<file path="src/rtl/scs_pkg.sv">
// Summary of operation
// upper four control bits form status vector
// begin request starts controller start, stays set
// halt flag sends stop after ack, clears
// both flags: stop then start
// begin/halt flags report seen start/stop
// handshake bit: outgoing ack or received ack
// response needed after byte received, cleared after ack
// no handshake write means not-acknowledge sent
// sda shows ack at once, scl held low
// nacked address ignores slave events until start
// contention lost set on loss, cleared with pending
// four loss cases: restart, stop, scl low, sda low
// slave loss is bus error, flagged as lost
// pending flag set on the five bus events
// pending flag holds scl low until software clears; a loss or a received stop sets it with scl released
// controller role set on start, cleared stop/loss
// transmit direction follows start and byte write
// begin flag on address, halt flag on stop
// software touches byte register only while pending; the data index takes writes at any time
// byte shifts msb first, first bit to msb
// bus data always shifts into byte register
// interrupt after ack transmitting, before receiving
// read-only indicator bits ignore software writes
package scs_pkg;

  // register word indexes on the avalon slave
  localparam logic [1:0] IDX_CTRL = 2'h0;
  localparam logic [1:0] IDX_DATA = 2'h1;
  localparam logic [1:0] IDX_CFG  = 2'h2;

  // control/status field positions
  localparam int BIT_SI     = 0;
  localparam int BIT_ACK    = 1;
  localparam int BIT_ARB    = 2;
  localparam int BIT_RESPONSE_NEEDED  = 3;
  localparam int BIT_STO    = 4;
  localparam int BIT_STA    = 5;
  localparam int BIT_TX     = 6;
  localparam int BIT_MASTER = 7;

  // configuration field positions
  localparam int CFG_EN   = 0;
  localparam int CFG_INH  = 1;
  localparam int CFG_BUSY = 5;

  // reset values
  localparam logic [7:0] CTRL_RST = 8'h00;
  localparam logic [7:0] DATA_RST = 8'h00;
  localparam logic [7:0] CFG_RST  = 8'h00;
  localparam logic [7:0] CFG_WMASK = 8'h03;

  // timing of generated scl, in ns and in clock cycles
  localparam int CLK_PERIOD_NS = 100;
  localparam int T_LOW_NS      = 5000;
  localparam int T_HIGH_NS     = 5000;
  localparam int T_LOW_CYC     = (T_LOW_NS + CLK_PERIOD_NS - 1) / CLK_PERIOD_NS;
  localparam int T_HIGH_CYC    = (T_HIGH_NS + CLK_PERIOD_NS - 1) / CLK_PERIOD_NS;
  localparam logic [3:0] BITS_LAST = 4'h7;

  // engine states and what follows a stall
  typedef enum logic [3:0] {
    ST_IDLE, ST_M_START, ST_M_RSTART, ST_M_STOP, ST_BITS, ST_ACK, ST_HOLD, ST_IGNORE
  } scs_state_t;

  typedef enum logic [1:0] {NX_FRAME, NX_ACK, NX_IGNORE} scs_next_t;

endpackage : scs_pkg

</file>
<file path="src/rtl/scs_cond_if.sv">
`timescale 1ns/1ps
// sampled bus lines and condition events from detector to engine
interface scs_cond_if;
  logic scl;
  logic sda;
  logic scl_rise;
  logic scl_fall;
  logic start_det;
  logic stop_det;
  modport det (output scl, sda, scl_rise, scl_fall, start_det, stop_det);
  modport eng (input scl, sda, scl_rise, scl_fall, start_det, stop_det);
endinterface : scs_cond_if

</file>
<file path="src/rtl/scs_bus_cond.sv">
`timescale 1ns/1ps
module scs_bus_cond (
  // clock and reset
  input  wire logic i_clk,
  input  wire logic i_nrst,
  // bus lines as seen on the wire
  input  wire logic i_scl,
  input  wire logic i_sda,
  // events toward the engine
  scs_cond_if.det   cond
);

  typedef struct packed {
    logic scl;
    logic sda;
    logic scl_p;
    logic sda_p;
  } scs_det_t;

  scs_det_t q;
  scs_det_t d;

  // two sample stages give edge and condition detection
  always_comb
  begin
    d       = q;
    d.scl   = i_scl;
    d.sda   = i_sda;
    d.scl_p = q.scl;
    d.sda_p = q.sda;
  end

  always_ff @(posedge i_clk or negedge i_nrst)
  begin
    if (!i_nrst)
      q <= 4'hF; // idle bus reads high
    else
      q <= d;
  end

  // sda moving while scl stays high marks start or stop
  assign cond.scl       = q.scl;
  assign cond.sda       = q.sda;
  assign cond.scl_rise  = q.scl & ~q.scl_p;
  assign cond.scl_fall  = ~q.scl & q.scl_p;
  assign cond.start_det = q.scl & q.scl_p & q.sda_p & ~q.sda;
  assign cond.stop_det  = q.scl & q.scl_p & ~q.sda_p & q.sda;

endmodule : scs_bus_cond

</file>
<file path="src/rtl/scs_ctrl.sv">
// The register offsets and the Avalon-MM register port are this design's own decisions.
`timescale 1ns/1ps
module scs_ctrl #(
  parameter int unsigned P_LOW_CYC  = scs_pkg::T_LOW_CYC,
  parameter int unsigned P_HIGH_CYC = scs_pkg::T_HIGH_CYC
) (
  // clock and reset
  input  wire logic        i_clk,
  input  wire logic        i_nrst,
  // avalon-mm register slave
  input  wire logic [1:0]  i_avs_address,
  input  wire logic        i_avs_read,
  input  wire logic        i_avs_write,
  input  wire logic [31:0] i_avs_writedata,
  input  wire logic [3:0]  i_avs_byteenable,
  output logic      [31:0] o_avs_readdata,
  output logic             o_avs_waitrequest,
  // open-drain scl
  input  wire logic        i_scl,
  output logic             o_scl_o,
  output logic             o_scl_oe,
  // open-drain sda
  input  wire logic        i_sda,
  output logic             o_sda_o,
  output logic             o_sda_oe
);
  import scs_pkg::*;

  localparam logic [15:0] LOW_M1  = 16'(P_LOW_CYC - 1);
  localparam logic [15:0] HIGH_M1 = 16'(P_HIGH_CYC - 1);

  typedef struct packed {
    scs_state_t  st;
    scs_next_t   nx;
    logic        master;
    logic        tx;
    logic        begin_request_flag;
    logic        halt_condition_flag;
    logic        response_needed;
    logic        arb;
    logic        ack;
    logic        si;
    logic [7:0]  shift;
    logic [7:0]  cfg;
    logic        data_wr;
    logic        addr_ph;
    logic        addressed;
    logic        busy;
    logic [3:0]  bitcnt;
    logic [15:0] tcnt;
    logic        hi_seen;
    logic        scl_low;
    logic        sda_low;
    logic        bus_ack;
    logic [31:0] rdata;
  } scs_regs_t;

  scs_regs_t   q;
  scs_regs_t   n;
  scs_cond_if  cond ();

  logic        req;
  logic        wr_go;
  logic [7:0]  wd;
  logic [31:0] rd_mux;
  logic        gen_st;

  // start and stop detection on the sampled wires
  scs_bus_cond u_cond (
    .i_clk  (i_clk),
    .i_nrst (i_nrst),
    .i_scl  (i_scl),
    .i_sda  (i_sda),
    .cond   (cond.det)
  );

  // next frame after a stall or an ack: stop, restart or a new byte
  function automatic scs_regs_t begin_frame(input scs_regs_t s);
    scs_regs_t r;
    r         = s;
    r.tcnt    = 16'h0000;
    r.hi_seen = 1'b0;
    r.scl_low = s.master;
    if (s.master && s.halt_condition_flag)
    begin
      r.st      = ST_M_STOP;
      r.sda_low = 1'b1;
    end
    else if (s.master && s.begin_request_flag)
    begin
      r.st      = ST_M_RSTART;
      r.sda_low = 1'b0;
    end
    else
    begin
      r.st      = ST_BITS;
      r.tx      = s.data_wr;
      r.data_wr = 1'b0;
      r.bitcnt  = 4'h0;
      r.sda_low = s.data_wr & ~s.shift[7];
    end
    return r;
  endfunction : begin_frame

  // lost arbitration drops the controller role and flags it
  function automatic scs_regs_t lose(input scs_regs_t s);
    scs_regs_t r;
    r         = s;
    r.arb     = 1'b1;
    r.si      = 1'b1;
    r.master  = 1'b0;
    r.tx      = 1'b0;
    r.st      = ST_IGNORE;
    r.scl_low = 1'b0;
    r.sda_low = 1'b0;
    return r;
  endfunction : lose

  // bus request decode and read data
  assign req    = i_avs_read | i_avs_write;
  assign wr_go  = i_avs_write & q.bus_ack & i_avs_byteenable[0];
  assign wd     = i_avs_writedata[7:0];
  assign gen_st = (q.st == ST_M_START) || (q.st == ST_M_RSTART);

  always_comb
  begin
    rd_mux = 32'h0000_0000;
    unique case (i_avs_address)
      IDX_CTRL: rd_mux[7:0] = {q.master, q.tx, q.begin_request_flag, q.halt_condition_flag,
                               q.response_needed, q.arb, q.ack, q.si};
      IDX_DATA: rd_mux[7:0] = q.shift;
      IDX_CFG:  rd_mux[7:0] = (q.cfg & CFG_WMASK) | (8'(q.busy) << CFG_BUSY);
      default:  rd_mux      = 32'h0000_0000;
    endcase
  end

  // register access, bus engine and hardware flag updates
  always_comb
  begin
    n         = q;
    n.bus_ack = req & ~q.bus_ack;
    if (i_avs_read && !q.bus_ack)
      n.rdata = rd_mux;

    // software writes come first so hardware sets win
    if (wr_go)
    begin
      unique case (i_avs_address)
        IDX_CTRL:
        begin
          n.begin_request_flag = wd[BIT_STA];
          n.halt_condition_flag = wd[BIT_STO];
          n.ack = wd[BIT_ACK];
          if (q.si && !wd[BIT_SI])
          begin
            n.si  = 1'b0;
            n.arb = 1'b0;
          end
        end
        IDX_DATA:
        begin
          n.shift   = wd;
          n.data_wr = 1'b1;
        end
        IDX_CFG:  n.cfg = wd & CFG_WMASK;
        default:  n.cfg = q.cfg;
      endcase
    end

    if (cond.start_det)
      n.busy = 1'b1;
    if (cond.stop_det)
      n.busy = 1'b0;

    // scl timing for the controller while shifting bits
    if (q.master && (q.st == ST_BITS || q.st == ST_ACK))
    begin
      n.tcnt = q.tcnt + 16'h0001;
      if (q.scl_low)
      begin
        if (q.tcnt == LOW_M1)
        begin
          n.scl_low = 1'b0;
          n.tcnt    = 16'h0000;
        end
      end
      else if (!cond.scl)
        n.tcnt = 16'h0000; // stretched by another device
      else if (q.tcnt == HIGH_M1)
      begin
        n.scl_low = 1'b1;
        n.tcnt    = 16'h0000;
      end
    end

    unique case (q.st)
      ST_IDLE:
      begin
        n.scl_low = 1'b0;
        n.sda_low = 1'b0;
        if (q.busy)
          n.tcnt = 16'h0000;
        else if (q.tcnt != HIGH_M1)
          n.tcnt = q.tcnt + 16'h0001;
        else if (q.begin_request_flag && q.cfg[CFG_EN])
        begin
          n.st      = ST_M_START;
          n.tcnt    = 16'h0000;
          n.sda_low = 1'b1;
        end
      end
      ST_M_START:
      begin
        n.sda_low = 1'b1;
        n.tcnt    = q.tcnt + 16'h0001;
        if (q.tcnt == HIGH_M1)
        begin
          n.scl_low = 1'b1;
          n.master  = 1'b1;
          n.tx      = 1'b1;
          n.si      = 1'b1;
          n.st      = ST_HOLD;
          n.nx      = NX_FRAME;
          n.tcnt    = 16'h0000;
        end
      end
      ST_M_RSTART, ST_M_STOP:
      begin
        n.tcnt = q.tcnt + 16'h0001;
        if (q.scl_low)
        begin
          n.sda_low = (q.st == ST_M_STOP);
          if (q.tcnt == LOW_M1)
          begin
            n.scl_low = 1'b0;
            n.tcnt    = 16'h0000;
            n.hi_seen = 1'b0;
          end
        end
        else if (!cond.scl)
        begin
          n.tcnt = 16'h0000;
          if (q.hi_seen)
            n = lose(n);
        end
        else
        begin
          n.hi_seen = 1'b1;
          if (q.tcnt == HIGH_M1)
          begin
            n.tcnt = 16'h0000;
            if (q.st == ST_M_STOP)
            begin
              n.sda_low = 1'b0;
              n.halt_condition_flag     = 1'b0;
              n.master  = 1'b0;
              n.st      = ST_IDLE;
            end
            else
            begin
              n.sda_low = 1'b1;
              n.st      = ST_M_START;
            end
          end
        end
      end
      ST_BITS:
      begin
        if (cond.scl_rise)
        begin
          n.shift = {q.shift[6:0], cond.sda};
          if (q.tx && !q.sda_low && !cond.sda)
            n = lose(n);
        end
        else if (cond.scl_fall)
        begin
          n.bitcnt  = q.bitcnt + 4'h1;
          n.sda_low = q.tx & ~q.shift[7];
          if (q.bitcnt == BITS_LAST)
          begin
            n.bitcnt  = 4'h0;
            n.sda_low = 1'b0;
            if (q.tx)
              n.st = ST_ACK;
            else
            begin
              n.si    = 1'b1;
              n.response_needed = 1'b1;
              n.ack   = 1'b0;
              n.st    = ST_HOLD;
              n.nx    = NX_ACK;
              if (q.addr_ph)
                n.begin_request_flag = 1'b1;
            end
          end
        end
      end
      ST_ACK:
      begin
        n.sda_low = ~q.tx & q.ack;
        if (q.tx && cond.scl_rise)
          n.ack = ~cond.sda;
        if (cond.scl_fall)
        begin
          n.sda_low = 1'b0;
          if (q.tx)
          begin
            n.si      = 1'b1;
            n.st      = ST_HOLD;
            n.nx      = NX_FRAME;
            n.scl_low = 1'b1;
          end
          else
          begin
            n.response_needed   = 1'b0;
            n.addr_ph = 1'b0;
            if (q.addr_ph && !q.ack)
            begin
              n.st      = ST_IGNORE;
              n.scl_low = 1'b0;
            end
            else
            begin
              n.addressed = q.addressed | q.addr_ph;
              n           = begin_frame(n);
            end
          end
        end
      end
      ST_HOLD:
      begin
        n.scl_low = 1'b1;
        if (q.response_needed)
          n.sda_low = q.ack;
        if (!q.si)
        begin
          unique case (q.nx)
            NX_ACK:
            begin
              n.st      = ST_ACK;
              n.tcnt    = 16'h0000;
              n.scl_low = q.master;
            end
            NX_IGNORE:
            begin
              n.st      = ST_IGNORE;
              n.scl_low = 1'b0;
              n.sda_low = 1'b0;
            end
            NX_FRAME: n = begin_frame(n);
            default:  n.st = ST_IGNORE;
          endcase
        end
      end
      ST_IGNORE:
      begin
        n.scl_low = 1'b0;
        n.sda_low = 1'b0;
        if (!q.busy)
          n.st = ST_IDLE;
      end
      default: n.st = ST_IDLE;
    endcase

    // conditions made by other devices on the bus
    if (cond.start_det && !gen_st)
    begin
      if (q.master)
      begin
        if (!q.begin_request_flag)
          n = lose(n);
      end
      else if (q.cfg[CFG_EN])
      begin
        n.tx        = 1'b0;
        n.bitcnt    = 4'h0;
        n.addressed = 1'b0;
        n.scl_low   = 1'b0;
        n.sda_low   = 1'b0;
        n.addr_ph   = ~q.cfg[CFG_INH];
        n.st        = q.cfg[CFG_INH] ? ST_IGNORE : ST_BITS;
      end
    end
    if (cond.stop_det && q.st != ST_M_STOP)
    begin
      if (q.master)
      begin
        n     = lose(n);
        n.halt_condition_flag = 1'b1;
      end
      else
      begin
        if (q.addressed)
        begin
          n.halt_condition_flag = 1'b1;
          n.si  = 1'b1;
        end
        n.addressed = 1'b0;
        n.addr_ph   = 1'b0;
        n.response_needed     = 1'b0;
        n.st        = ST_IDLE;
        n.scl_low   = 1'b0;
        n.sda_low   = 1'b0;
      end
    end

    // a disabled interface releases the bus and forgets its role
    if (!q.cfg[CFG_EN])
    begin
      n.st      = ST_IDLE;
      n.master  = 1'b0;
      n.scl_low = 1'b0;
      n.sda_low = 1'b0;
    end
  end

  always_ff @(posedge i_clk or negedge i_nrst)
  begin
    if (!i_nrst)
      q <= '0; // all flags, state idle, reset values zero
    else
      q <= n;
  end

  // outputs: pins pull low only
  assign o_avs_readdata    = q.rdata;
  assign o_avs_waitrequest = req & ~q.bus_ack;
  assign o_scl_o           = 1'b0;
  assign o_scl_oe          = q.scl_low;
  assign o_sda_o           = 1'b0;
  assign o_sda_oe          = q.sda_low;

endmodule : scs_ctrl

</file>
<file path="config.mk">
export PLATFORM = sky130hd
export DESIGN_NAME = scs_ctrl
export DESIGN_NICKNAME = d
export VERILOG_FILES = /design/src/rtl/scs_pkg.sv /design/src/rtl/scs_cond_if.sv /design/src/rtl/scs_bus_cond.sv /design/src/rtl/scs_ctrl.sv
export SDC_FILE = /design/constraint.sdc
export NUM_CORES = 1
export LEC_CHECK = 0
export ABC_AREA = 0
export ABC_CLOCK_PERIOD_IN_PS = 2800
export BUFFER_PORTS_ARGS = -buffer_cell sky130_fd_sc_hd__buf_2
export CORE_MARGIN = 5
export CORE_UTILIZATION = 57
export DETAILED_ROUTE_END_ITERATION = 8
export PLACE_DENSITY = 0.93
export SLEW_MARGIN = 25
export SYNTH_ARGS = -nofsm -noshare
export SYNTH_HDL_FRONTEND = slang
export SYNTH_SLANG_ARGS = --single-unit
</file>
<file path="constraint.sdc">
create_clock -name i_clk -period 2.8 [get_ports i_clk]
set_clock_uncertainty 0.1 [all_clocks]
set_input_delay 0.56 -clock i_clk [delete_from_list [all_inputs] [get_ports i_clk]]
set_output_delay 0.56 -clock i_clk [all_outputs]
set_load 0.05 [all_outputs]
</file>
==> run_results.csv <==
group,metric,value,unit
synthesis,synth_area,4359,um2
timing,grt_setup_unrepaired,"no",
cts,path_clk_slew,80,ps
drt,wirelength,12.53,mm
timing,period_minus_slack,2460,ps
global_route,antenna_found_initial,0,
floorplanning,io_pins,81,
cts,cts.sinks,63,
drt,drtIter0Drc,400,
cts,clock_path_buffers,2,
setup_path,cp.arrival,2600,ps
global_route,grt_usage,0.2679,
synthesis,synth_cell_type_count,78,
setup_path,r2r_cells,5,
floorplanning,die-area,9497,um2
finish,final_util,0.6482,
power_and_ir_drop,ir_worst_vdd,427.8,uV
cts,cts-root-buf,"clkbuf_8",
drt,vias,4223,
setup_path,required,2940,ps
drt,ant_nets,0,
floorplanning,core,7331,um2
drt,route.detailed.drc,0,
synthesis,seq_area_frac_synth,0.3628,
cts,cts_buffers,9,
synthesis,synthesis.instances,506,
timing,finalHoldViolations,0,
setup_path,r2r_end,"q[87]$_DFF_PN0_",
timing,worstMarginPinSlew,761.8,ps
cts,cts_tree,"done",
finish,nFillCells,585,
cts,cts.repair.resized,0,
floorplanning,row_count,31,
global_route,grt_max_degree,64,
drt,wl_per_cell,19.61,um
floorplanning,die_h,97.45,um
drt,first_pass_iters,6,
setup_path,path_max_fanout,19,
flow_run,cap_violations,0,
floorplanning,start_util,0.5946,
finish,area_growth,9.013,%
synthesis,synth_area_per_cell,8.615,um2
placed_design,io_buffers,27,
global_route,grt-ovfl-total,0,
floorplanning,die_w,97.45,um
synthesis,synth-seq-cells,63,
synthesis,yosysWarningCount,0,
setup_path,cp-end-kind,"flop",
timing,setup_tns,0,ps
power_and_ir_drop,cellPowerDensity,626.3,nW/um2
setup_path,ff2ff_setup_slack,340,ps
setup_path,critical_path_class,"flop to flop",
finish,most-common-layout-cells,"dfrtp_1, nand2_1, nor2_1",
timing,setup_violations,0,
timing,maxSlewHeadroom,0.4911,
finish,drive_above_1_share,0.1704,
min_path,hp-class,"primary input to asynchronous set/reset pin",
synthesis,ys_async_sr_fraction,1.000,
synthesis,synth_edf_count,0,
synthesis,yosys_most_used_dff,"dfrtp_1",
global_route,first_global_vias,4120,
cts,insertion_delay,370,ps
finish,mostFrequentLayoutCell,"dfrtp_1",
finish,seqCellArea,1582,um2
timing,clock.fmax,406.5,MHz
finish,nets,582,
finish,multi_input_area,2492,um2
power_and_ir_drop,p_leak,0.002035,uW
cts,post_cts_buffers,0,
global_route,grt_pass1_wl,20.62,mm
timing,slew_violations,0,
finish,n_antenna_cell,0,
drt,avgViaCountPerCell,6.609,
placed_design,gp_congestion,1.023,
cts,cts_hold_buf,0,
cts,h-tree-depth,3,
power_and_ir_drop,power,2976,uW
setup_path,r2r_start,"u_cond.cond.scl$_DFF_PN1_",
status,status,"complete, no violations",
setup_path,startpoint_type,"flop",
timing,fin_crit_sh,0.8785,
placed_design,dpl.hpwl,9.110,mm
-- Yosys cell counts (all sizes together), types with 2 or more instances --
cell type / count / area [um2]
nor3b: 6 / 61.31
xnor2: 2 / 17.52
o41ai: 2 / 17.52
nor3: 15 / 90.09
inv: 7 / 26.28
nor2b: 11 / 71.32
or3: 6 / 37.54
nand3: 23 / 120.1
a41oi: 3 / 26.28
a22o: 2 / 17.52
a221oi: 2 / 23.77
a31oi: 11 / 68.82
nor2: 46 / 182.7
o21a: 2 / 15.01
ha: 3 / 37.54
buf: 48 / 330.3
dfstp: 4 / 105.1
a311oi: 2 / 41.29
o31ai: 9 / 67.56
nand2: 51 / 191.4
o22ai: 5 / 31.28
nor4: 7 / 58.81
a21oi: 32 / 160.2
nand4: 6 / 37.54
mux2i: 19 / 190.2
a211oi: 6 / 62.56
clkbuf: 7 / 26.28
mux2: 2 / 22.52
and2: 4 / 25.02
o211ai: 2 / 15.01
dfrtp: 59 / 1476
a21o: 2 / 15.01
nand3b: 6 / 45.04
nand4b: 3 / 26.28
o31a: 2 / 17.52
a22oi: 2 / 15.01
a21boi: 2 / 15.01
nand4bb: 3 / 33.78
and3: 6 / 37.54
nand2b: 9 / 56.30
o311ai: 3 / 33.79
or2: 5 / 33.79
o21ai: 40 / 200.2
-- area by class of cell --
type | instances | area share
multi-input combinational | 407 | 0.5245
sequential | 63 | 0.3328
timing repair buffer | 47 | 0.06266
clock buffer | 10 | 0.02896
tap | 99 | 0.02607
clock inverter | 6 | 0.01948
inverter | 7 | 0.005529
-- per-stage QoR --
| stage | setup slack [ps] | hold slack, ps | cell area [um2] | instances |
|---|---|---|---|---|
| floorplan | 722.2 | 164.4 | 4457 | 532 |
| global placement | 409.4 | 299.3 | 4522 | 623 |
| detailed placement | 315.6 | 304.1 | 4522 | 623 |
| CTS | 429.7 | 113.5 | 4752 | 639 |
| global route | 39.25 | 107.3 | 4752 | 639 |
| finish | 340.1 | 93.59 | 4752 | 639 |
-- state kept, by name, summed over array words and instances, names as in the netlist --
| register | cells |
|---|---|
| u_cond.cond.scl | 1 |
| u_cond.q | 2 |
| o_avs_readdata | 8 |
| u_cond.cond.sda | 1 |
| o_sda_oe | 1 |
| q | 49 |
| o_scl_oe | 1 |
-- how the worst max path moves through the flow --
stage,startpoint,endpoint,slack [ps],cells past startpoint
6_report,u_cond.cond.scl$_DFF_PN1_,q[87]$_DFF_PN0_,340,5
5_1_grt,q[42]$_DFF_PN0_,o_sda_oe$_DFF_PN0_,40,6
3_5_place_dp,i_avs_address[1],q[54]$_DFF_PN0_,320,7
2_1_floorplan,u_cond.q[1]$_DFF_PN1_,q[49]$_DFF_PN0_,720,7
4_1_cts,u_cond.cond.scl$_DFF_PN1_,q[87]$_DFF_PN0_,430,5
3_3_place_gp,i_avs_address[1],q[54]$_DFF_PN0_,410,7
-- metal layers --
layer / vias up / wire (um) / track usage
met3: 74 / 1227 / 0.07251
li1: 1867 / - / -
met4: 0 / 697 / 0.1523
met1: 2012 / 4658 / 0.3218
met5: - / 0 / 0
met2: 270 / 5948 / 0.4317
-- critical path, cell delays in order, from the launching register on --
cell	delay [ps]
dfstp_2	770
nand4b_1	360
or4b_4	630
nor2_1	210
nor2_1	120
a21boi_1	140
-- cell families (layout without fill, tap and decap cells) --
| group | after synthesis | after routing | synth area share |
|---|---|---|---|
| AOI/OAI and AO/OA | 140 | 140 | 0.2167 |
| xor gates and xnor gates | 2 | 2 | 0.004019 |
| adders and majority gates | 3 | 3 | 0.008612 |
| buffers and inverters | 62 | 70 | 0.08783 |
| DFF | 63 | 63 | 0.3628 |
| muxes | 21 | 21 | 0.04879 |
| other | 1 | 27 | 0.0008603 |
| and+or+nand+nor | 214 | 214 | 0.2704 |
-- where the power goes --
part / switching (uW) / total (uW) / internal (uW)
registers: 211 / 1290 / 1080
clock network: 409 / 938 / 530
logic: 505 / 749 / 244
total: 1120 / 2980 / 1850
Power figures use the tool's default switching activity.
